**config.mk**
```make
export PLATFORM = sky130hd
export DESIGN_NAME = added_interrupt_status_enable
export DESIGN_NICKNAME = d
export VERILOG_FILES = /design/src/hw/added_irq_pkg.sv /design/src/hw/added_interrupt_status_enable.sv
export SDC_FILE = /design/constraint.sdc
export NUM_CORES = 1
export LEC_CHECK = 0
export ABC_AREA = 1
export BUFFER_PORTS_ARGS = -buffer_cell sky130_fd_sc_hd__buf_2
export CAP_MARGIN = 20
export CORE_ASPECT_RATIO = 1.75
export CORE_MARGIN = 2
export CORE_UTILIZATION = 47
export CTS_CLUSTER_DIAMETER = 50
export DETAILED_ROUTE_END_ITERATION = 8
export GPL_TIMING_DRIVEN = 1
export PLACE_DENSITY = 0.81
export SLEW_MARGIN = 20
export SYNTH_ARGS = -nofsm -noshare
export SYNTH_HDL_FRONTEND = slang
export SYNTH_SLANG_ARGS = --single-unit
```
**constraint.sdc**
```tcl
create_clock -name sys_clk -period 8.6 [get_ports sys_clk]
set_input_delay 1.72 -clock sys_clk [delete_from_list [all_inputs] [get_ports sys_clk]]
set_output_delay 1.72 -clock sys_clk [all_outputs]
set_load 0.1 [all_outputs]
```
**src/hw/added_irq_pkg.sv**
```systemverilog
// constants for the added interrupt status and enable block
package added_irq_pkg;
	localparam int ADDR_W = 8;
	localparam int DATA_W = 32;
	localparam int BE_W = 4;
	// register byte addresses
	localparam logic [7:0] PRIMARY_STATUS_ADDR = 8'h28;
	localparam logic [7:0] PRIMARY_ENABLE_ADDR = 8'h38;
	localparam logic [7:0] ADDED_STATUS_ADDR = 8'h80;
	localparam logic [7:0] ADDED_ENABLE_ADDR = 8'h84;
	localparam logic [7:0] IRQ_STATUS_ADDR = 8'hC0;
	localparam logic [7:0] IRQ_MASK_ADDR = 8'hC4;
	// added status and enable bit positions
	localparam int TX_EARLY_BIT = 31;
	localparam int RX_EARLY_BIT = 30;
	localparam int XCVR_BIT = 29;
	localparam int TX_DEFER_BIT = 28;
	localparam int PAUSE_BIT = 26;
	localparam int BUS_ERR_LSB = 23;
	localparam int TX_STATE_LSB = 20;
	localparam int RX_STATE_LSB = 17;
	localparam int NORMAL_SUM_BIT = 16;
	localparam int ABNORMAL_SUM_BIT = 15;
	localparam int SHARED_W = 15;
	localparam int FATAL_BUS_BIT = 13;
	localparam int FIELD_W = 3;
	localparam int XCVR_SRC_W = 7;
	// sticky interrupt register layout
	localparam int IRQ_W = 5;
	localparam int IRQ_TX_EARLY = 0;
	localparam int IRQ_RX_EARLY = 1;
	localparam int IRQ_XCVR = 2;
	localparam int IRQ_TX_DEFER = 3;
	localparam int IRQ_PAUSE = 4;
	// reset values of the flags that come up set
	localparam logic XCVR_RESET = 1'b1;
	localparam logic ABNORMAL_SUM_RESET = 1'b1;
	// bus error kinds
	localparam logic [2:0] BUS_ERR_PARITY = 3'h0;
	localparam logic [2:0] BUS_ERR_MASTER_ABORT = 3'h1;
	localparam logic [2:0] BUS_ERR_TARGET_ABORT = 3'h2;
	// transmit engine codes
	localparam logic [2:0] TX_STOP = 3'h0;
	localparam logic [2:0] TX_READ_DESC = 3'h1;
	localparam logic [2:0] TX_SENDING = 3'h2;
	localparam logic [2:0] TX_FIFO_FILL = 3'h3;
	localparam logic [2:0] TX_SUSPENDED = 3'h6;
	localparam logic [2:0] TX_WRITE_DESC = 3'h7;
	// receive engine codes
	localparam logic [2:0] RX_STOP = 3'h0;
	localparam logic [2:0] RX_READ_DESC = 3'h1;
	localparam logic [2:0] RX_CHECK = 3'h2;
	localparam logic [2:0] RX_WAIT = 3'h3;
	localparam logic [2:0] RX_SUSPENDED = 3'h4;
	localparam logic [2:0] RX_WRITE_DESC = 3'h5;
	localparam logic [2:0] RX_FLUSH = 3'h6;
	localparam logic [2:0] RX_DRAIN = 3'h7;
endpackage : added_irq_pkg

```
**src/hw/added_interrupt_status_enable.sv**
```systemverilog
// added interrupt status and enable registers with avalon-mm slave
//////////////////////////////////////////////////////////////////////
// What this block does
// - rx early flag sets when enabled, write-one clears
// - transceiver flag from OR of seven bits
// - added flags latch until one written
// - pause flag on pause frame while enabled
// - bus error kind field, read-only
// - transmit engine state, read-only field
// - receive engine state, read-only field
// - added normal summary on normal events
// - added abnormal summary on abnormal events
// - low fifteen status bits shared with primary
// - added enables read/write, reset zero
// - normal summary enable feeds primary normal summary
// - abnormal summary enable feeds primary abnormal summary, for transceiver and tx deferred events only
//////////////////////////////////////////////////////////////////////
//
// Our own choice: the Avalon-MM interface to the registers.
module added_interrupt_status_enable (
	// clock and reset
	input wire logic sys_clk,
	input wire logic rst,
	// avalon-mm slave
	input wire logic [added_irq_pkg::ADDR_W-1:0] address,
	input wire logic read,
	input wire logic write,
	input wire logic [added_irq_pkg::DATA_W-1:0] writedata,
	input wire logic [added_irq_pkg::BE_W-1:0] byteenable,
	output logic [added_irq_pkg::DATA_W-1:0] readdata,
	output logic waitrequest,
	// added events, one-cycle pulses; pauseEnabled and transceiverIntBits are levels
	input wire logic txEarlyEvent,
	input wire logic rxEarlyEvent,
	input wire logic txDeferredEvent,
	input wire logic pauseFrameEvent,
	input wire logic pauseEnabled,
	input wire logic [added_irq_pkg::XCVR_SRC_W-1:0] transceiverIntBits,
	// primary events, one-cycle pulses
	input wire logic [added_irq_pkg::SHARED_W-1:0] primaryEvent,
	input wire logic primaryNormalEvent,
	input wire logic primaryAbnormalEvent,
	// engine reports, levels
	input wire logic [added_irq_pkg::FIELD_W-1:0] busErrorKindIn,
	input wire logic [added_irq_pkg::FIELD_W-1:0] txEngineStateIn,
	input wire logic [added_irq_pkg::FIELD_W-1:0] rxEngineStateIn,
	// interrupt
	output logic irq
);
	//////////////////////////////////////////////////////////////////
	// helpers

	function automatic logic [31:0] laneMask(input logic [3:0] be);
		logic [31:0] m;
		m = 32'h0000_0000;
		for (int i = 0; i < 4; i++) begin
			m[i*8 +: 8] = {8{be[i]}};
		end
		return m;
	endfunction : laneMask

	// set wins over clear so a same-cycle event is kept
	function automatic logic sticky(input logic cur, input logic set, input logic clr);
		return set | (cur & ~clr);
	endfunction : sticky

	//////////////////////////////////////////////////////////////////
	// bus handshake

	logic accept, writeAccept, readAccept;
	logic [31:0] wMask, clrBits, readValue;
	logic hitPrimStat, hitPrimEn, hitAddStat, hitAddEn, hitIrqStat, hitIrqMask;

	assign accept = (read | write) & ~waitrequest;
	assign writeAccept = accept & write;
	assign readAccept = accept & read;
	assign wMask = laneMask(byteenable);
	assign clrBits = writedata & wMask;
	assign hitPrimStat = (address == added_irq_pkg::PRIMARY_STATUS_ADDR);
	assign hitPrimEn = (address == added_irq_pkg::PRIMARY_ENABLE_ADDR);
	assign hitAddStat = (address == added_irq_pkg::ADDED_STATUS_ADDR);
	assign hitAddEn = (address == added_irq_pkg::ADDED_ENABLE_ADDR);
	assign hitIrqStat = (address == added_irq_pkg::IRQ_STATUS_ADDR);
	assign hitIrqMask = (address == added_irq_pkg::IRQ_MASK_ADDR);

	// one wait cycle per access; read data is captured in it
	always_ff @(posedge sys_clk or posedge rst) begin
		if (rst) begin
			waitrequest <= 1'b1;
		end else if (accept) begin
			waitrequest <= 1'b1;
		end else if (read | write) begin
			waitrequest <= 1'b0;
		end
	end

	always_ff @(posedge sys_clk or posedge rst) begin
		if (rst) begin
			readdata <= 32'h0000_0000;
		end else if (read & waitrequest) begin
			readdata <= readValue;
		end
	end

	//////////////////////////////////////////////////////////////////
	// added flags

	logic txEarlyFlag, rxEarlyFlag, transceiverFlag, txDeferredFlag, pauseReceivedFlag;
	logic addedNormalSummary, addedAbnormalSummary;
	logic txEarlyEnable, rxEarlyEnable, transceiverEnable, txDeferredEnable, pauseReceivedEnable;
	logic addedNormalSummaryEnable, addedAbnormalSummaryEnable;
	logic setTxEarly, setRxEarly, setXcvr, setTxDefer, setPause, normalHit, abnormalHit, addClr;

	assign setTxEarly = txEarlyEvent & txEarlyEnable;
	assign setRxEarly = rxEarlyEvent & rxEarlyEnable;
	assign setXcvr = |transceiverIntBits;
	assign setTxDefer = txDeferredEvent;
	assign setPause = pauseFrameEvent & pauseEnabled;
	assign normalHit = setTxEarly | setRxEarly;
	assign abnormalHit = setXcvr | setTxDefer | setPause;
	assign addClr = writeAccept & hitAddStat;

	// only a one written to a flag clears it
	always_ff @(posedge sys_clk or posedge rst) begin
		if (rst) begin
			txEarlyFlag <= 1'b0;
			rxEarlyFlag <= 1'b0;
			transceiverFlag <= added_irq_pkg::XCVR_RESET;
			txDeferredFlag <= 1'b0;
			pauseReceivedFlag <= 1'b0;
		end else begin
			txEarlyFlag <= sticky(txEarlyFlag, setTxEarly,
				addClr & clrBits[added_irq_pkg::TX_EARLY_BIT]);
			rxEarlyFlag <= sticky(rxEarlyFlag, setRxEarly,
				addClr & clrBits[added_irq_pkg::RX_EARLY_BIT]);
			transceiverFlag <= sticky(transceiverFlag, setXcvr,
				addClr & clrBits[added_irq_pkg::XCVR_BIT]);
			txDeferredFlag <= sticky(txDeferredFlag, setTxDefer,
				addClr & clrBits[added_irq_pkg::TX_DEFER_BIT]);
			pauseReceivedFlag <= sticky(pauseReceivedFlag, setPause,
				addClr & clrBits[added_irq_pkg::PAUSE_BIT]);
		end
	end

	always_ff @(posedge sys_clk or posedge rst) begin
		if (rst) begin
			addedNormalSummary <= 1'b0;
			addedAbnormalSummary <= added_irq_pkg::ABNORMAL_SUM_RESET;
		end else begin
			addedNormalSummary <= sticky(addedNormalSummary, normalHit,
				addClr & clrBits[added_irq_pkg::NORMAL_SUM_BIT]);
			addedAbnormalSummary <= sticky(addedAbnormalSummary, abnormalHit,
				addClr & clrBits[added_irq_pkg::ABNORMAL_SUM_BIT]);
		end
	end

	//////////////////////////////////////////////////////////////////
	// added enables

	always_ff @(posedge sys_clk or posedge rst) begin
		if (rst) begin
			txEarlyEnable <= 1'b0;
			rxEarlyEnable <= 1'b0;
			transceiverEnable <= 1'b0;
			txDeferredEnable <= 1'b0;
			pauseReceivedEnable <= 1'b0;
			addedNormalSummaryEnable <= 1'b0;
			addedAbnormalSummaryEnable <= 1'b0;
		end else if (writeAccept & hitAddEn) begin
			// reserved bits are simply not stored
			if (byteenable[3]) begin
				txEarlyEnable <= writedata[added_irq_pkg::TX_EARLY_BIT];
				rxEarlyEnable <= writedata[added_irq_pkg::RX_EARLY_BIT];
				transceiverEnable <= writedata[added_irq_pkg::XCVR_BIT];
				txDeferredEnable <= writedata[added_irq_pkg::TX_DEFER_BIT];
				pauseReceivedEnable <= writedata[added_irq_pkg::PAUSE_BIT];
			end
			if (byteenable[2]) begin
				addedNormalSummaryEnable <= writedata[added_irq_pkg::NORMAL_SUM_BIT];
			end
			if (byteenable[1]) begin
				addedAbnormalSummaryEnable <= writedata[added_irq_pkg::ABNORMAL_SUM_BIT];
			end
		end
	end

	//////////////////////////////////////////////////////////////////
	// shared primary storage

	logic [added_irq_pkg::SHARED_W-1:0] sharedStatus, sharedEnable;
	logic primaryNormalSummary, primaryAbnormalSummary, primaryNormalEnable, primaryAbnormalEnable;
	logic statClr, primClr, enWrite;
	logic [31:0] enData;

	// both addresses reach one set of flip-flops
	assign statClr = writeAccept & (hitAddStat | hitPrimStat);
	assign primClr = writeAccept & hitPrimStat;
	assign enWrite = writeAccept & (hitAddEn | hitPrimEn);
	assign enData = writedata & wMask;

	always_ff @(posedge sys_clk or posedge rst) begin
		if (rst) begin
			sharedStatus <= '0;
		end else begin
			for (int i = 0; i < added_irq_pkg::SHARED_W; i++) begin
				sharedStatus[i] <= sticky(sharedStatus[i], primaryEvent[i],
					statClr & clrBits[i]);
			end
		end
	end

	always_ff @(posedge sys_clk or posedge rst) begin
		if (rst) begin
			sharedEnable <= '0;
		end else if (enWrite) begin
			sharedEnable <= (sharedEnable & ~wMask[added_irq_pkg::SHARED_W-1:0])
				| enData[added_irq_pkg::SHARED_W-1:0];
		end
	end

	always_ff @(posedge sys_clk or posedge rst) begin
		if (rst) begin
			primaryNormalEnable <= 1'b0;
			primaryAbnormalEnable <= 1'b0;
		end else if (writeAccept & hitPrimEn) begin
			if (byteenable[2]) begin
				primaryNormalEnable <= writedata[added_irq_pkg::NORMAL_SUM_BIT];
			end
			if (byteenable[1]) begin
				primaryAbnormalEnable <= writedata[added_irq_pkg::ABNORMAL_SUM_BIT];
			end
		end
	end

	// added events reach the primary summaries only when enabled
	always_ff @(posedge sys_clk or posedge rst) begin
		if (rst) begin
			primaryNormalSummary <= 1'b0;
		end else begin
			primaryNormalSummary <= sticky(primaryNormalSummary,
				primaryNormalEvent | (addedNormalSummaryEnable & normalHit),
				primClr & clrBits[added_irq_pkg::NORMAL_SUM_BIT]);
		end
	end

	always_ff @(posedge sys_clk or posedge rst) begin
		if (rst) begin
			primaryAbnormalSummary <= 1'b0;
		end else begin
			primaryAbnormalSummary <= sticky(primaryAbnormalSummary,
				primaryAbnormalEvent | (addedAbnormalSummaryEnable & (setXcvr | setTxDefer)),
				primClr & clrBits[added_irq_pkg::ABNORMAL_SUM_BIT]);
		end
	end

	//////////////////////////////////////////////////////////////////
	// read-only fields

	logic [added_irq_pkg::FIELD_W-1:0] busErrorKind, txEngineState, rxEngineState;

	// kind is caught with the fatal bus error, so it stays valid while the flag stands
	always_ff @(posedge sys_clk or posedge rst) begin
		if (rst) begin
			busErrorKind <= added_irq_pkg::BUS_ERR_PARITY;
		end else if (primaryEvent[added_irq_pkg::FATAL_BUS_BIT]) begin
			busErrorKind <= busErrorKindIn;
		end
	end

	// sampled each cycle; bus writes never reach these
	always_ff @(posedge sys_clk or posedge rst) begin
		if (rst) begin
			txEngineState <= added_irq_pkg::TX_STOP;
			rxEngineState <= added_irq_pkg::RX_STOP;
		end else begin
			txEngineState <= txEngineStateIn;
			rxEngineState <= rxEngineStateIn;
		end
	end

	//////////////////////////////////////////////////////////////////
	// sticky interrupt status, mask and line

	logic [added_irq_pkg::IRQ_W-1:0] irqStatus, irqMask, irqSet, irqClr;

	always_comb begin
		irqSet = '0;
		irqSet[added_irq_pkg::IRQ_TX_EARLY] = setTxEarly;
		irqSet[added_irq_pkg::IRQ_RX_EARLY] = setRxEarly;
		irqSet[added_irq_pkg::IRQ_XCVR] = setXcvr & transceiverEnable;
		irqSet[added_irq_pkg::IRQ_TX_DEFER] = setTxDefer & txDeferredEnable;
		irqSet[added_irq_pkg::IRQ_PAUSE] = setPause & pauseReceivedEnable;
	end

	// clear only what the read returned, so a later set is not lost
	assign irqClr = (readAccept & hitIrqStat) ? readdata[added_irq_pkg::IRQ_W-1:0] : '0;

	always_ff @(posedge sys_clk or posedge rst) begin
		if (rst) begin
			irqStatus <= '0;
		end else begin
			irqStatus <= irqSet | (irqStatus & ~irqClr);
		end
	end

	always_ff @(posedge sys_clk or posedge rst) begin
		if (rst) begin
			irqMask <= '0;
		end else if (writeAccept & hitIrqMask & byteenable[0]) begin
			irqMask <= writedata[added_irq_pkg::IRQ_W-1:0];
		end
	end

	always_ff @(posedge sys_clk or posedge rst) begin
		if (rst) begin
			irq <= 1'b0;
		end else begin
			irq <= |((irqSet | (irqStatus & ~irqClr)) & irqMask);
		end
	end

	//////////////////////////////////////////////////////////////////
	// read mux

	always_comb begin
		readValue = 32'h0000_0000;
		if (hitAddStat) begin
			readValue[added_irq_pkg::TX_EARLY_BIT] = txEarlyFlag;
			readValue[added_irq_pkg::RX_EARLY_BIT] = rxEarlyFlag;
			readValue[added_irq_pkg::XCVR_BIT] = transceiverFlag;
			readValue[added_irq_pkg::TX_DEFER_BIT] = txDeferredFlag;
			readValue[added_irq_pkg::PAUSE_BIT] = pauseReceivedFlag;
			readValue[added_irq_pkg::BUS_ERR_LSB +: added_irq_pkg::FIELD_W] = busErrorKind;
			readValue[added_irq_pkg::TX_STATE_LSB +: added_irq_pkg::FIELD_W] = txEngineState;
			readValue[added_irq_pkg::RX_STATE_LSB +: added_irq_pkg::FIELD_W] = rxEngineState;
			readValue[added_irq_pkg::NORMAL_SUM_BIT] = addedNormalSummary;
			readValue[added_irq_pkg::ABNORMAL_SUM_BIT] = addedAbnormalSummary;
			readValue[added_irq_pkg::SHARED_W-1:0] = sharedStatus;
		end else if (hitAddEn) begin
			readValue[added_irq_pkg::TX_EARLY_BIT] = txEarlyEnable;
			readValue[added_irq_pkg::RX_EARLY_BIT] = rxEarlyEnable;
			readValue[added_irq_pkg::XCVR_BIT] = transceiverEnable;
			readValue[added_irq_pkg::TX_DEFER_BIT] = txDeferredEnable;
			readValue[added_irq_pkg::PAUSE_BIT] = pauseReceivedEnable;
			readValue[added_irq_pkg::NORMAL_SUM_BIT] = addedNormalSummaryEnable;
			readValue[added_irq_pkg::ABNORMAL_SUM_BIT] = addedAbnormalSummaryEnable;
			readValue[added_irq_pkg::SHARED_W-1:0] = sharedEnable;
		end else if (hitPrimStat) begin
			readValue[added_irq_pkg::NORMAL_SUM_BIT] = primaryNormalSummary;
			readValue[added_irq_pkg::ABNORMAL_SUM_BIT] = primaryAbnormalSummary;
			readValue[added_irq_pkg::SHARED_W-1:0] = sharedStatus;
		end else if (hitPrimEn) begin
			readValue[added_irq_pkg::NORMAL_SUM_BIT] = primaryNormalEnable;
			readValue[added_irq_pkg::ABNORMAL_SUM_BIT] = primaryAbnormalEnable;
			readValue[added_irq_pkg::SHARED_W-1:0] = sharedEnable;
		end else if (hitIrqStat) begin
			readValue[added_irq_pkg::IRQ_W-1:0] = irqStatus;
		end else if (hitIrqMask) begin
			readValue[added_irq_pkg::IRQ_W-1:0] = irqMask;
		end
	end
endmodule : added_interrupt_status_enable

```
Yosys cells after proc, flatten, opt, wreduce, memory -nomap -nowiden
Cells that the tools add are included.
{"block": "word_totals", "reg_bits": 100, "output_inout_bits": 34, "elab_cells": 191}
{"block": "classes", "n_eq_ne": 6, "n_bitwise": 134, "reduce_logical": 8, "muxes": 15}
{"operator": "$and 1x1->1", "n": 69}
{"operator": "$mux 17", "n": 3}
{"operator": "$and 32x32->32", "n": 1}
{"operator": "$eq 8x8->1 const B", "n": 4}
{"operator": "$or 1x1->1", "n": 32}
{"operator": "$not 1->1", "n": 25}
{"operator": "$mux 5", "n": 4}
{"operator": "$eq 8x6->1 const B", "n": 2}
{"operator": "$and 15x15->15", "n": 1}
{"operator": "$not 15->15", "n": 1}
{"operator": "$or 15x15->15", "n": 1}
{"operator": "$mux 12", "n": 1}
{"operator": "$and 5x5->5", "n": 2}
{"operator": "$reduce_and 2->1", "n": 5}
{"operator": "$mux 9", "n": 1}
{"operator": "$mux 4", "n": 2}
{"operator": "$reduce_or 7->1", "n": 1}
{"operator": "$not 5->5", "n": 1}
{"operator": "$or 5x5->5", "n": 1}
{"operator": "$reduce_or 5->1", "n": 1}
{"operator": "$mux 1", "n": 4}
{"operator": "$reduce_bool 2->1", "n": 1}

Depth between registers and ports, before layout
{"block": "depth", "ltp_word": 10, "mapped_depth": 12}

Least setup slack after synthesis
No wires, ideal clock.
{"block": "synth_path", "kind": "input to register", "startpoint": "in address[6] (netlist bit)", "endpoint": "reg sharedStatus[0] (netlist bit)", "setup_ns": 0.119, "t_required_ns": 8.481, "setup_slack_ns": 5.820, "stages": 10, "arrival_time_ns": 2.660, "path_cell_list": "clkinv_1 > nand2_1 > nor2_4 > nand3_4 > inv_4 > nand2_4 > nand2_8 > nand2_4 > o21ai_2 > nand2_1"}
{"block": "synth_between", "elab_chain_cells": 7, "word_cells_on_any_way": 8, "classes_between": "2 x eq/ne; 6 x bitwise"}
{"element": "start: declaration", "line": "added_interrupt_status_enable.sv:25", "text": "input wire logic [added_irq_pkg::ADDR_W-1:0] address,"}
{"element": "$eq 8x8->1 or $eq 8x6->1 (tied branches)", "line": "added_interrupt_status_enable.sv:81, added_interrupt_status_enable.sv:79"}
{"element": "$or 1x1->1 (*)", "line": "added_interrupt_status_enable.sv:196", "text": "assign statClr = writeAccept & (hitAddStat | hitPrimStat);"}
{"element": "$and 1x1->1 (*)", "line": "added_interrupt_status_enable.sv:196"}
{"element": "$and 1x1->1 (*)", "line": "added_interrupt_status_enable.sv:207", "text": "statClr & clrBits[i]);"}
{"element": "$not 1->1 (*)", "line": "added_interrupt_status_enable.sv:64", "text": "return set | (cur & ~clr);"}
{"element": "$and 1x1->1 (*)", "line": "added_interrupt_status_enable.sv:64"}
{"element": "$or 1x1->1 (*)", "line": "added_interrupt_status_enable.sv:64"}
{"element": "end signal: indexed assignment", "line": "added_interrupt_status_enable.sv:206", "text": "sharedStatus[i] <= sticky(sharedStatus[i], primaryEvent[i],"}
{"element": "end: declaration", "line": "added_interrupt_status_enable.sv:190", "text": "logic [added_irq_pkg::SHARED_W-1:0] sharedStatus, sharedEnable;"}
Mark *: on every way between the ends. The rest lies on a longest branch, timed or not.
A chain may end at the register's enable or synchronous reset.

Worst setup path after layout
{"block": "layout_path", "startpoint": "in read", "endpoint": "reg readdata[11] (netlist bit)"}
{"block": "layout_between", "elab_chain_cells": 1}
{"element": "start: declaration", "line": "added_interrupt_status_enable.sv:26", "text": "input wire logic read,"}
{"element": "$and 1x1->1", "line": "added_interrupt_status_enable.sv:100", "text": "end else if (read & waitrequest) begin"}
{"element": "end signal: assignment", "line": "added_interrupt_status_enable.sv:101", "text": "readdata <= readValue;"}
{"element": "end: declaration", "line": "added_interrupt_status_enable.sv:30", "text": "output logic [added_irq_pkg::DATA_W-1:0] readdata,"}
Every way passes these cells.

==> results by group <==
Logic synthesis
  • Yosys Warn Count: 0
  • Largest cells by area after synthesis: dfrtp_1 51%, nand2_1 14%, inv_1 5.5%, o21ai_2 4.4%, nand3_1 3.2%
  • Distinct cells, synth: 33
  • Syn Area/Cell: 8.67 µm²
  • Main flop type after synthesis: dfrtp_1
  • Syn nets: 636
  • Post-synth EDFFs: 0
  • Mapped Area: 0.00477 mm²
  • Mapped Cells: 550
  • Count leader, synth: nand2_1
  • Synth top cells by count: 174 x nand2_1, 97 x dfrtp_1, 70 x inv_1
  • Ys async rst share: 100%
  • Synth area leader: dfrtp_1
  • Synth Register Bits: 100
  • Register area share after synthesis: between 50% and 60%
  • Synth top area share: 50.9%

Routing
  • Post-route DRC: 0
  • Final WL: about 11000 µm
  • First drt pass iteration count: 4
  • Vias per Instance: just under 5
  • Wire per inst: 14.2 µm
  • Vias: approximately 3.9k
  • ANT nets after route: 0
  • Initial DRC count: around 230

STA
  • FMAX: about 300 MHz
  • Max Slew Vio Count: 0
  • Worst-margin pin slew: around 1.1 ns
  • Worst Skew: about 0.0080 ns
  • Period utilisation layout: between 30% and 40%
  • RSZ-0062 raised after global routing: no
  • Crit path time final: ~3.3 ns
  • Final hold violation count: 0
  • Slew margin rel.: roughly 29%
  • Setup TNS: 0 ns
  • Final setup viols: 0

Worst setup path
  • Kind of critical path: input pin to flop
  • Max FO, Critical Path: 34
  • CP Capture Type: flop
  • Required time of the worst setup path: 8.84 ns
  • Critical Path Source Type: input pin
  • Critical path arrival: 3.58 ns

Place
  • GPL Wtd Cong: 0.937
  • HPWL after DPL: roughly 8400 µm
  • Area post-placement: between 0.005 and 0.006 mm²
  • # port buffers: roughly 110

Floorplanning
  • Die Footprint: ~0.011 mm²
  • Num ports: 120
  • Die Y: approximately 140 µm
  • Core Rows: 48
  • Initial core utilization: between 40% and 50%
  • Core area: 0.00985 mm²
  • Die Wd: 80.1 µm

Power and ir drop
  • Pwr/cell area: approximately 260 mW/mm²
  • Overall power: about 1.5 mW
  • Static Leak: roughly 2.9 nW
  • Reg power frac: a little under two fifths
  • Clock power share: between 20% and 30%
  • Sw frac: 42.9%
  • Power share of the combinational group: approximately a third
  • Int Pwr: 835 µW
  • Peak VDD IR: 0.000246 V
  • Sw Pwr: between 600 and 700 µW

Clocking
  • Worst-Skew Late Latency: 0.35 ns
  • Num CTS Buffers: 9
  • Hold buffer count at CTS: 0
  • Clock sink count: 100
  • Post-CTS sizing: 0
  • CTS root buffer: clkbuf_16
  • Clock transition at path regs: 0.07 ns
  • Post-CTS Repair Setup Buffers: 0
  • Bufs on Longest Clock Path: 2
  • Htree depth: 3
  • CTS tree: done

Global route
  • First-pass GRT wire length: about 18000 µm
  • Largest net degree at the start of global routing: 78
  • Vias in the first global route: approximately 3.8k
  • GR Util All Layers: between 20% and 30%
  • Total grt overflow: 0
  • Initial antenna violation count: 0

Cells and area
  • Final net count: about 740
  • P&R area growth vs syn: 18.9%
  • Layout Cell Area excl Fill: 0.00567 mm²
  • Layout cells sized above 1: ~28%
  • Antenna Cells: 0

Min path
  • Hold WC Path Type: flop to flop

Flow run
  • Total of max-cap violations: 0

Run status
  • Status: finished clean
==> power groups by stage <==
stage	Sequential, mW	Combinational, mW	Clock (mW)
floorplan	0.854	0.117	0
global placement	0.565	0.493	0
detailed placement	0.568	0.501	0
finish	0.559	0.498	0.406
CTS	0.560	0.501	0.410
global route	0.567	0.525	0.431
==> area by class of cell <==
cell class / instances / area, µm²
fill: 898 / 4180
clock inverter: 6 / 71.3
clock buffer: 9 / 225
timing repair buffer: 109 / 548
tap: 125 / 156
inverter: 75 / 287
multi-input combinational: 361 / 1870
sequential: 100 / 2510
==> cells by family (layout without fill, tap and decap cells) <==
family                 after synthesis  after routing  synth area share [%]
flip-flops                         100            100                  52.6
AND/OR/NAND/NOR                    268            268                  27.0
buffers and inverters               89            199                  8.11
XOR/XNOR                             1              1                 0.184
other                                1              1                0.0787
AO/OA/AOI/OAI                       91             91                  12.0
==> worst paths after layout <==
kind / startpoint / end / slack, ns / cells after the start
hold / removal: transceiverFlag$_DFF_PP1_ / transceiverFlag$_DFF_PP1_ / 0.48 / 2
setup / recovery: read / readdata[11]$_DFFE_PP0P_ / 5.26 / 6
max in group asynchronous: rst / addedAbnormalSummaryEnable$_DFFE_PP0P_ / 6.04 / 3
setup reg to reg: waitrequest$_DFFE_PP1P_ / readdata[11]$_DFFE_PP0P_ / 6.15 / 5
hold reg to reg: transceiverFlag$_DFF_PP1_ / transceiverFlag$_DFF_PP1_ / 0.48 / 2
min in group asynchronous: rst / readdata[2]$_DFFE_PP0P_ / 1.33 / 2
==> per-stage QoR <==
step	cells	hold slack (ns)	util, %	setup WS [ns]
final	785	0.479	57.5	5.26
after global routing	785	0.495	57.5	5.12
after CTS	785	0.477	57.5	5.28
after detailed placement	770	0.467	54.5	4.90
after global placement	770	0.462	54.5	4.97
after floorplan	550	0.453	-	4.27
==> cell usage in the layout (no fill, tap or decap), drive strengths merged <==
master	instances
a21boi	1
a21o	7
a21oi	11
buf	109
bufinv	1
clkbuf	9
clkinv	1
clkinvlp	2
conb	1
dfrtp	97
dfstp	3
inv	77
nand2	182
nand3	44
nand3b	1
nand4	5
nor2	36
o21ai	69
o31ai	3
xnor2	1
==> layer usage <==
metal | share of wire, % | track usage, %
met1 | 38 | 24.5
met2 | 54 | 37.5
met3 | 4.2 | 2.56
met4 | 3.2 | 10.6
met5 | 0 | 0
==> critical path: stages <==
cell     delay [ns]
buf_2          0.10
nand2_1        0.61
inv_2          0.79
nand3_1        0.18
o21ai_1        0.11
inv_1          0.06
(Power assumes the default switching activity.)
